[config.mk]
export PLATFORM = sky130hd
export DESIGN_NAME = nvm_command_sequencer
export DESIGN_NICKNAME = d
export VERILOG_FILES = /design/src/hdl/nvm_seq_pkg.sv /design/src/hdl/nvm_command_sequencer.sv
export SDC_FILE = /design/constraint.sdc
export NUM_CORES = 1
export LEC_CHECK = 0
export ABC_AREA = 0
export BUFFER_PORTS_ARGS = -buffer_cell sky130_fd_sc_hd__buf_2
export CAP_MARGIN = 20
export CORE_MARGIN = 2
export CORE_UTILIZATION = 23
export CTS_CLUSTER_DIAMETER = 150
export DETAILED_ROUTE_END_ITERATION = 6
export GPL_TIMING_DRIVEN = 0
export MAX_ROUTING_LAYER = met4
export SYNTH_ARGS = -nofsm -noshare
export SYNTH_HDL_FRONTEND = slang
export SYNTH_SLANG_ARGS = --single-unit
[constraint.sdc]
create_clock -name clock -period 2.8 [get_ports clock]
set_input_delay 0.42 -clock clock [delete_from_list [all_inputs] [get_ports clock]]
set_output_delay 0.42 -clock clock [all_outputs]
set_load 0.03 [all_outputs]
[src/hdl/nvm_seq_pkg.sv]
// constants, types and register map of the nvm command sequencer
package nvm_seq_pkg;
  // register byte offsets
  localparam logic [5:0] CLKDIV_OFS = 6'h00;
  localparam logic [5:0] STATUS_OFS = 6'h04;
  localparam logic [5:0] CMD_OFS    = 6'h08;
  localparam logic [5:0] PARAM_OFS  = 6'h0c;
  localparam logic [5:0] DATA0_OFS  = 6'h10;
  localparam logic [5:0] DATA1_OFS  = 6'h14;
  localparam logic [5:0] PROT_OFS   = 6'h18;
  localparam logic [5:0] MARGIN_OFS = 6'h1c;
  // status bit positions
  localparam int ST_COMMAND_COMPLETE_FLAG    = 0;
  localparam int ST_ACCESS_ERROR_FLAG  = 1;
  localparam int ST_FPVIOL  = 2;
  localparam int ST_MGSTAT0 = 3;
  localparam int ST_MGSTAT1 = 4;
  localparam int ST_SECURED = 5;
  localparam int ST_KEYLOCK = 6;
  localparam int ST_DIVLD   = 7;
  // protection bit positions
  localparam int PR_HPD = 0;
  localparam int PR_FPO = 1;
  localparam int PR_EPO = 2;
  // widths and reset values
  localparam int DIV_W = 7;
  localparam int MARGIN_W = 2;
  localparam logic [2:0] PROT_RST = 3'h0;
  localparam logic [15:0] KEY_ZERO = 16'h0000;
  localparam logic [15:0] KEY_ONES = 16'hffff;
  // command codes
  localparam logic [7:0] C_EV_ALL    = 8'h01;
  localparam logic [7:0] C_EV_BLOCK  = 8'h02;
  localparam logic [7:0] C_EV_FSECT  = 8'h03;
  localparam logic [7:0] C_RD_ONCE   = 8'h04;
  localparam logic [7:0] C_PROG_F    = 8'h06;
  localparam logic [7:0] C_PROG_ONCE = 8'h07;
  localparam logic [7:0] C_ERS_ALL   = 8'h08;
  localparam logic [7:0] C_ERS_BLOCK = 8'h09;
  localparam logic [7:0] C_ERS_FSECT = 8'h0a;
  localparam logic [7:0] C_UNSECURE  = 8'h0b;
  localparam logic [7:0] C_KEY_VER   = 8'h0c;
  localparam logic [7:0] C_MARGIN    = 8'h0d;
  localparam logic [7:0] C_EV_ESECT  = 8'h10;
  localparam logic [7:0] C_PROG_E    = 8'h11;
  localparam logic [7:0] C_ERS_ESECT = 8'h12;

  typedef enum logic [1:0] {S_IDLE, S_RUN, S_DONE} state_t;

  // one operation handed to the array macro
  typedef struct packed {
    logic [7:0]  code;
    logic [23:0] addr;
    logic [15:0] count;
    logic [63:0] data;
  } array_op_t;
endpackage

[src/hdl/nvm_command_sequencer.sv]
// command decoder and sequencer for the flash and eeprom arrays
`timescale 1ns/1ps
`default_nettype none
// Notes on behaviour
// code 0x01 checks all flash and eeprom blocks erased
// code 0x02 checks one selected flash or eeprom block erased
// code 0x03 checks a counted run of flash words erased
// code 0x04 returns the 64 byte one-time field
// code 0x06 programs up to two flash longwords
// code 0x07 programs the 64 byte field, once only
// code 0x08 erases everything only with all three protection bits open
// code 0x09 erases one block only with both flash protection bits open
// code 0x0a erases one flash sector
// code 0x0b erases all, verifies, and releases security on success
// code 0x0c compares keys and releases security on a match
// code 0x0d sets the user margin read level
// code 0x10 checks a counted run of eeprom bytes erased
// code 0x11 programs up to four eeprom bytes
// code 0x12 erases one eeprom sector
// flash reads continue during eeprom program or sector erase
// commander overlaps flash and eeprom work only where allowed
// accepted commands depend on chip mode and security
// verified mass erase or unsecure unsecures chip, enables debug port
// debug host resets, sets divider, opens protection, then erases
// undefined command code sets access error and is dropped
// program or erase before divider set sets access error
// command complete flag sets again when the operation ends
// after one failed key compare, key commands refused until reset
module nvm_command_sequencer (
  input  wire logic                    clock,
  input  wire logic                    sys_rst,
  input  wire logic [5:0]              address,
  input  wire logic                    read,
  input  wire logic                    write,
  input  wire logic [31:0]             writedata,
  input  wire logic [3:0]              byteenable,
  output logic [31:0]                  readdata,
  output logic                         waitrequest,
  input  wire logic                    special_mode_pin,
  input  wire logic                    secure_strap,
  input  wire logic [63:0]             stored_key,
  output nvm_seq_pkg::array_op_t       array_op,
  output logic                         array_start,
  input  wire logic                    array_done,
  input  wire logic                    array_fail,
  input  wire logic [63:0]             array_rdata,
  output logic                         nvm_tick,
  output logic                         flash_read_ok,
  output logic                         eeprom_read_ok,
  output logic                         debug_enabled,
  output logic [nvm_seq_pkg::MARGIN_W-1:0] margin_level
);
  nvm_seq_pkg::state_t state;
  logic                    ack;
  logic                    mode_meta;
  logic                    mode_sync;
  logic [nvm_seq_pkg::DIV_W-1:0] clkdiv;
  logic [nvm_seq_pkg::DIV_W-1:0] div_cnt;
  logic                    div_loaded;
  logic [31:0]             cmd_reg;
  logic [15:0]             param;
  logic [31:0]             data0;
  logic [31:0]             data1;
  logic [2:0]              prot;
  logic                    access_error_flag;
  logic                    fpviol;
  logic [1:0]              mgstat;
  logic                    secured;
  logic                    key_lock;
  logic                    once_done;

  // bus: one wait state, read data registered in the first cycle
  wire        wr_en   = write & ack;
  wire [31:0] wmask   = {{8{byteenable[3]}}, {8{byteenable[2]}},
                         {8{byteenable[1]}}, {8{byteenable[0]}}};
  wire        wr_div  = wr_en & (address == nvm_seq_pkg::CLKDIV_OFS) & byteenable[0];
  wire        wr_st   = wr_en & (address == nvm_seq_pkg::STATUS_OFS) & byteenable[0];
  wire        wr_cmd  = wr_en & (address == nvm_seq_pkg::CMD_OFS);
  wire        wr_par  = wr_en & (address == nvm_seq_pkg::PARAM_OFS);
  wire        wr_d0   = wr_en & (address == nvm_seq_pkg::DATA0_OFS);
  wire        wr_d1   = wr_en & (address == nvm_seq_pkg::DATA1_OFS);
  wire        wr_prot = wr_en & (address == nvm_seq_pkg::PROT_OFS) & byteenable[0];
  wire        command_complete_flag    = (state == nvm_seq_pkg::S_IDLE);

  wire [31:0] status_word = {24'h0, div_loaded, key_lock, secured, mgstat,
                             fpviol, access_error_flag, command_complete_flag};
  logic [31:0] rd_mux;
  always_comb begin
    unique case (address)
      nvm_seq_pkg::CLKDIV_OFS: rd_mux = {25'h0, clkdiv};
      nvm_seq_pkg::STATUS_OFS: rd_mux = status_word;
      nvm_seq_pkg::CMD_OFS:    rd_mux = cmd_reg;
      nvm_seq_pkg::PARAM_OFS:  rd_mux = {16'h0, param};
      nvm_seq_pkg::DATA0_OFS:  rd_mux = data0;
      nvm_seq_pkg::DATA1_OFS:  rd_mux = data1;
      nvm_seq_pkg::PROT_OFS:   rd_mux = {29'h0, prot};
      nvm_seq_pkg::MARGIN_OFS: rd_mux = {30'h0, margin_level};
      default:                 rd_mux = 32'h0;
    endcase
  end

  assign waitrequest = (read | write) & ~ack;

  always_ff @(posedge clock) begin
    if (sys_rst) begin
      ack      <= 1'b0;
      readdata <= 32'h0;
    end else begin
      ack <= (read | write) & ~ack;
      if (read & ~ack)
        readdata <= rd_mux;
    end
  end

  // mode pin comes from outside the clock domain
  always_ff @(posedge clock) begin
    if (sys_rst) begin
      mode_meta <= 1'b0;
      mode_sync <= 1'b0;
    end else begin
      mode_meta <= special_mode_pin;
      mode_sync <= mode_meta;
    end
  end

  // command decode
  wire [7:0] code = cmd_reg[7:0];
  wire is_known = (code == nvm_seq_pkg::C_EV_ALL)    | (code == nvm_seq_pkg::C_EV_BLOCK)  |
                  (code == nvm_seq_pkg::C_EV_FSECT)  | (code == nvm_seq_pkg::C_RD_ONCE)   |
                  (code == nvm_seq_pkg::C_PROG_F)    | (code == nvm_seq_pkg::C_PROG_ONCE) |
                  (code == nvm_seq_pkg::C_ERS_ALL)   | (code == nvm_seq_pkg::C_ERS_BLOCK) |
                  (code == nvm_seq_pkg::C_ERS_FSECT) | (code == nvm_seq_pkg::C_UNSECURE)  |
                  (code == nvm_seq_pkg::C_KEY_VER)   | (code == nvm_seq_pkg::C_MARGIN)    |
                  (code == nvm_seq_pkg::C_EV_ESECT)  | (code == nvm_seq_pkg::C_PROG_E)    |
                  (code == nvm_seq_pkg::C_ERS_ESECT);
  wire is_mass = (code == nvm_seq_pkg::C_ERS_ALL) | (code == nvm_seq_pkg::C_UNSECURE);
  wire is_pe   = is_mass | (code == nvm_seq_pkg::C_PROG_F) |
                 (code == nvm_seq_pkg::C_PROG_ONCE) | (code == nvm_seq_pkg::C_ERS_BLOCK) |
                 (code == nvm_seq_pkg::C_ERS_FSECT) | (code == nvm_seq_pkg::C_PROG_E) |
                 (code == nvm_seq_pkg::C_ERS_ESECT);
  wire is_internal = (code == nvm_seq_pkg::C_KEY_VER) | (code == nvm_seq_pkg::C_MARGIN);
  // a secured chip in debug mode may only mass erase, unsecure, verify all or set margin
  wire mode_ok = ~secured | ~mode_sync | is_mass |
                 (code == nvm_seq_pkg::C_EV_ALL) | (code == nvm_seq_pkg::C_MARGIN);
  wire key_refused = (code == nvm_seq_pkg::C_KEY_VER) & key_lock;
  wire once_refused = (code == nvm_seq_pkg::C_PROG_ONCE) & once_done;
  wire bad_cmd = ~is_known | ~mode_ok | key_refused | once_refused |
                 (is_pe & ~div_loaded) | access_error_flag | fpviol;
  wire prot_bad = ((code == nvm_seq_pkg::C_ERS_ALL) & ~(&prot)) |
                  ((code == nvm_seq_pkg::C_ERS_BLOCK) &
                   ~(prot[nvm_seq_pkg::PR_HPD] & prot[nvm_seq_pkg::PR_FPO]));
  wire launch = wr_st & writedata[nvm_seq_pkg::ST_COMMAND_COMPLETE_FLAG] & command_complete_flag;
  wire go     = launch & ~bad_cmd & ~prot_bad;
  wire run_end = (state == nvm_seq_pkg::S_RUN) & array_done;

  // keys of all zeros or all ones never match
  wire keys_legal = (data0[15:0] != nvm_seq_pkg::KEY_ZERO) & (data0[15:0] != nvm_seq_pkg::KEY_ONES) &
                    (data0[31:16] != nvm_seq_pkg::KEY_ZERO) & (data0[31:16] != nvm_seq_pkg::KEY_ONES) &
                    (data1[15:0] != nvm_seq_pkg::KEY_ZERO) & (data1[15:0] != nvm_seq_pkg::KEY_ONES) &
                    (data1[31:16] != nvm_seq_pkg::KEY_ZERO) & (data1[31:16] != nvm_seq_pkg::KEY_ONES);
  wire key_match = keys_legal & ({data1, data0} == stored_key);
  wire key_cmd   = go & (code == nvm_seq_pkg::C_KEY_VER);
  wire mass_ok   = run_end & ~array_fail &
                   ((array_op.code == nvm_seq_pkg::C_ERS_ALL) |
                    (array_op.code == nvm_seq_pkg::C_UNSECURE));
  wire rd_once_end = run_end & (array_op.code == nvm_seq_pkg::C_RD_ONCE);

  // sequencer: array operations wait for done, key and margin finish in a cycle
  always_ff @(posedge clock) begin
    if (sys_rst)
      state <= nvm_seq_pkg::S_IDLE;
    else begin
      unique case (state)
        nvm_seq_pkg::S_IDLE:
          if (go)
            state <= is_internal ? nvm_seq_pkg::S_DONE : nvm_seq_pkg::S_RUN;
        nvm_seq_pkg::S_RUN:
          if (array_done)
            state <= nvm_seq_pkg::S_IDLE;
        nvm_seq_pkg::S_DONE:
          state <= nvm_seq_pkg::S_IDLE;
        default:
          state <= nvm_seq_pkg::S_IDLE;
      endcase
    end
  end

  // operation latched at launch so software cannot disturb it mid-flight;
  // codes other than 0x0c and 0x0d pass straight to the array which does the cell work
  always_ff @(posedge clock) begin
    if (sys_rst) begin
      array_op    <= '0;
      array_start <= 1'b0;
    end else begin
      array_start <= go & ~is_internal;
      if (go)
        array_op <= {code, cmd_reg[31:8], param, data1, data0};
    end
  end

  // error and result flags; hardware set wins over software clear
  wire clr_acc = wr_st & writedata[nvm_seq_pkg::ST_ACCESS_ERROR_FLAG];
  wire clr_fpv = wr_st & writedata[nvm_seq_pkg::ST_FPVIOL];
  always_ff @(posedge clock) begin
    if (sys_rst) begin
      access_error_flag <= 1'b0;
      fpviol <= 1'b0;
      mgstat <= 2'h0;
    end else begin
      access_error_flag <= (launch & bad_cmd) | (access_error_flag & ~clr_acc);
      fpviol <= (launch & ~bad_cmd & prot_bad) | (fpviol & ~clr_fpv);
      if (go)
        mgstat <= 2'h0;
      else if (run_end)
        mgstat <= {2{array_fail}};
    end
  end

  // security is loaded from the strap at reset and released by erase or keys
  always_ff @(posedge clock) begin
    if (sys_rst) begin
      secured   <= secure_strap;
      key_lock  <= 1'b0;
      once_done <= 1'b0;
    end else begin
      if (mass_ok | (key_cmd & key_match))
        secured <= 1'b0;
      if (key_cmd & ~key_match)
        key_lock <= 1'b1;
      if (run_end & ~array_fail & (array_op.code == nvm_seq_pkg::C_PROG_ONCE))
        once_done <= 1'b1;
    end
  end
  assign debug_enabled = ~secured;

  // software registers; read-once data lands in the data pair
  always_ff @(posedge clock) begin
    if (sys_rst) begin
      clkdiv       <= '0;
      div_loaded   <= 1'b0;
      cmd_reg      <= 32'h0;
      param        <= 16'h0;
      data0        <= 32'h0;
      data1        <= 32'h0;
      prot         <= nvm_seq_pkg::PROT_RST;
      margin_level <= '0;
    end else begin
      if (wr_div) begin
        clkdiv     <= writedata[nvm_seq_pkg::DIV_W-1:0];
        div_loaded <= 1'b1;
      end
      if (wr_cmd)
        cmd_reg <= (cmd_reg & ~wmask) | (writedata & wmask);
      if (wr_par)
        param <= (param & ~wmask[15:0]) | (writedata[15:0] & wmask[15:0]);
      if (rd_once_end)
        data0 <= array_rdata[31:0];
      else if (wr_d0)
        data0 <= (data0 & ~wmask) | (writedata & wmask);
      if (rd_once_end)
        data1 <= array_rdata[63:32];
      else if (wr_d1)
        data1 <= (data1 & ~wmask) | (writedata & wmask);
      if (wr_prot)
        prot <= writedata[2:0];
      if (go & (code == nvm_seq_pkg::C_MARGIN))
        margin_level <= param[nvm_seq_pkg::MARGIN_W-1:0];
    end
  end

  // array timing tick: divide by clkdiv+1, silent until the divider is set
  always_ff @(posedge clock) begin
    if (sys_rst) begin
      div_cnt  <= '0;
      nvm_tick <= 1'b0;
    end else begin
      nvm_tick <= div_loaded & (div_cnt == clkdiv);
      if (~div_loaded | (div_cnt == clkdiv))
        div_cnt <= '0;
      else
        div_cnt <= div_cnt + 1'b1;
    end
  end

  // the arrays share hardware, so only flash reads survive eeprom writes
  assign flash_read_ok = command_complete_flag |
                         ((state == nvm_seq_pkg::S_RUN) &
                          ((array_op.code == nvm_seq_pkg::C_PROG_E) |
                           (array_op.code == nvm_seq_pkg::C_ERS_ESECT)));
  assign eeprom_read_ok = command_complete_flag;
endmodule
`default_nettype wire

==> results.py <==
metrics = {
    "place": {
        "hpwl_um": 51200,
        "dpl-instance-area_sq_um": 15500,
        "gp_congestion": 0.980,
        "dp_slack_ns": -0.408,
        "placed_cells": 2519,
        "io_buffers": 326,
    },
    "sta": {
        "slew_viol_final": 0,
        "hold_viol": 0,
        "fin_crit_ns": 2.67,
        "setup_viol": 0,
        "max_freq_ghz": 0.374,
        "timing.final.crit_share": 0.954,
        "skew_ns": 0.0207,
        "rsz0062_at_grt": "no",
        "finalWorstSetupSlack_ns": 0.128,
        "tightest_slew_ns": 0.855,
        "slew_headroom": 0.428,
    },
    "run_status": {
        "violations": "DRC",
        "run_status": "finished, violations left",
    },
    "pwr": {
        "clkPwrFrac": 0.485,
        "cellPowerDensity_nw_per_um2": 544,
        "seq_power_share": 0.456,
        "ir_drop_mv": 0.415,
        "pwr-share-comb": 0.058,
        "p_int_uw": 6890,
        "swShare": 0.238,
        "p_switching_uw": 2150,
        "leakagePower_uw": 0.00713,
    },
    "global_routing": {
        "overflow": 0,
        "grt_pass1_wl_um": 85500,
        "antenna_found_initial": 13,
        "track_usage": 0.211,
        "grt_pass1_vias": 12100,
        "grt_max_degree": 15,
    },
    "worst_setup_path": {
        "worst-setup-path-type": "reg -> reg",
        "path_cells": "clkbuf_1, nand4b_1, nand4b_1, a311oi_2, nand4_1, buf_4, buf_6, buf_6, mux2i_1, nor2_1",
        "worstSetupEndpointType": "flop",
        "crit_path_max_incr_delay_ns": 0.40,
        "worstPathArrival_ns": 3.10,
        "reg2reg_to": "array_op[68]",
        "startpoint_type": "flop",
        "cp_slowest_cell": "clkbuf_1",
        "critical_path_required_ns": 3.23,
        "r2r.worst_path.cells": 10,
        "r2r_setup_slack_ns": 0.13,
        "crit_fanout": 10,
    },
    "synth": {
        "synth.distinct_cells": 60,
        "yosysSeqAreaShare": 0.448,
        "synth_enable_flop_cells": 1,
        "synth.cell_area_sq_um": 12900,
        "syn_area_per_cell_sq_um": 8.96,
        "synthCells": 1443,
        "synth-main-ff-cell": "dfxtp_1",
        "ys_ff_latch": 289,
        "yosysWarnings": 0,
        "synth-async-reset-ratio": 0,
        "synth_nets": 1622,
    },
    "clock_tree": {
        "cts_tree": "yes",
        "cts_hold_buf": 0,
        "clk_pin_slew_ns": 0.06,
        "cts_setup_buffers": 0,
        "h-tree-depth": 1,
        "clk_root_buffer_cell": "clkbuf_16",
        "cts_sinks": 289,
        "cts_buffers": 30,
        "ctsLongestPathBuffers": 3,
        "worstSkewPairLatency_ns": 0.59,
    },
    "drt": {
        "totalWireLength_um": 61900,
        "drt_iter0_markers": 954,
        "wl_per_cell_um": 23.9,
        "routed-wl-met3_um": 6600,
        "drt.antenna.violating_nets": 0,
        "first_pass_iters": 7,
        "drc": 1,
        "via_per_inst": 4.91,
        "maxUsedRoutingLayer": "met4",
        "met2_length_um": 27600,
        "wirelength_met1_um": 25700,
        "vias": 12700,
    },
    "final_layout": {
        "fin_cells": 2587,
        "drive_gt1_frac": 0.244,
        "syn2layout_area_growth_pct": 28.6,
        "n_fill_cell": 5906,
        "final_area_sq_um": 16600,
        "finalNetCount": 1981,
        "utilization": 0.301,
    },
    "run": {
        "maxCapViolCount": 0,
    },
    "die": {
        "rows": 86,
        "start_util": 0.234,
        "core_sq_um": 55300,
        "die_w_um": 241,
        "ios": 330,
        "die_h_um": 241,
        "dieArea_sq_um": 58100,
    },
    "worst_hold_path": {
        "whs_endpoint": "mode_meta",
        "worst_hold_path.num_cells": 2,
        "worstHoldPathType": "in -> reg",
        "hold_path.startpoint": "special_mode_pin",
    },
}
how the worst max path moves through the flow:
| stage | startpoint | end | slack (ns) | depth (start not counted) |
|---|---|---|---|---|
| global route | flop | array_op[68] | 0.002 | 10 |
| CTS | flop | secured | 0.04 | 7 |
| floorplan | address[2] | secured | 0.66 | 9 |
| detailed placement | stored_key[37] | secured | -0.41 | 8 |
| global placement | stored_key[37] | secured | -1.00 | 7 |
| finish | flop | array_op[68] | 0.13 | 10 |
logic make-up (layout without fill, tap and decap cells):
group / Yosys count / in the layout / synth area share
AO/OA/AOI/OAI: 293 / 293 / 0.142
XOR/XNOR: 78 / 78 / 0.0528
adder cells (fa/ha/maj): 1 / 1 / 0.000967
buffers and inverters: 108 / 491 / 0.0400
flip-flops: 289 / 289 / 0.448
multiplexers: 149 / 149 / 0.122
other: 0 / 13 / 0
AND/OR/NAND/NOR: 525 / 525 / 0.194
layout by cell type, fill, tap and decap left out, types with 4 or more instances in the layout:
cell / instances
xor2_1: 7
and3_1: 36
clkbuf_1: 67
a211oi_1: 63
buf_6: 7
inv_1: 8
nand3_1: 45
mux2i_1: 141
o21ai_2: 5
clkbuf_16: 31
bufinv_16: 5
a21oi_1: 159
nand2_1: 69
buf_2: 344
nand4b_1: 4
buf_4: 11
clkinv_2: 6
dfxtp_1: 288
nor2_1: 254
nand4_1: 42
clkbuf_8: 4
diode_2: 13
nor3b_1: 6
nor3_1: 6
or4_1: 5
and2_1: 5
mux4_2: 7
xnor2_1: 70
a22oi_1: 38
nor4_1: 26
nor2b_1: 9
worst max-delay path: cells and delay by family (launching register included):
family	cells	cell delay, ns
multiplexers	1	0.19
AO/OA/AOI/OAI	1	0.35
flip-flops	1	0.38
AND/OR/NAND/NOR	4	0.59
buffers and inverters	4	1.00
what timing repair did:
item	4_1_cts	5_1_grt
endpoints found under the setup margin	22	1
endpoints found under the hold margin	0	0
resized for setup	4	2
power groups by stage:
stage / registers (uW) / clock network (uW) / logic (uW)
3_5_place_dp: 4220 / 0 / 528
3_3_place_gp: 4220 / 0 / 524
2_1_floorplan: 4210 / 0 / 211
6_report: 4130 / 4390 / 526
5_1_grt: 4130 / 4610 / 556
4_1_cts: 4130 / 4450 / 526
Yosys cell counts (all sizes together) (3+ instances only):
library cell / instances / area [sq um]
or4: 6 / 48.8
buf: 35 / 243
dfxtp: 288 / 5770
a311oi: 3 / 32.5
and3: 36 / 225
a31oi: 3 / 18.8
inv: 8 / 30.0
a21oi: 159 / 796
nor3b: 6 / 45.0
nand2: 69 / 259
nor4: 29 / 203
nand4b: 4 / 35.0
nand3: 45 / 225
nor3: 6 / 30.0
mux4: 7 / 158
a2bb2oi: 3 / 26.3
nor4b: 4 / 56.3
xnor2: 71 / 622
a211oi: 63 / 473
xor2: 7 / 61.3
a22oi: 38 / 285
nor2: 256 / 966
and2: 5 / 31.3
clkbuf: 65 / 244
nor2b: 9 / 56.3
mux2i: 141 / 1410
o21ai: 11 / 73.8
o211ai: 3 / 27.5
nand4: 42 / 263
final cells by class:
class                      count  area, sq um  area share
tap                          748          936      0.0563
multi-input combinational   1046         6630       0.399
sequential                   289         5800       0.349
clock buffer                  41          853      0.0513
timing repair buffer         328         1640      0.0989
antenna                       13         32.5     0.00196
inverter                       8         30.0     0.00181
clock inverter                15          214      0.0129
buffer                        99          487      0.0293
metal layers:
layer,GRT usage,vias to the layer above
li1,-,5906
met1,0.254,6104
met2,0.328,584
met3,0.0733,97
met4,0.0681,0
met5,-,-
stage by stage:
stage	hold slack (ns)	TNS (ns)	total power (uW)
after floorplan	0.414	0	4430
after global placement	0.444	-3.81	4740
after detailed placement	0.436	-3.61	4750
after CTS	0.0628	0	9110
after global routing	0.0725	0	9290
final	0.0722	0	9050
No activity file was read; power rests on OpenSTA's default activity.
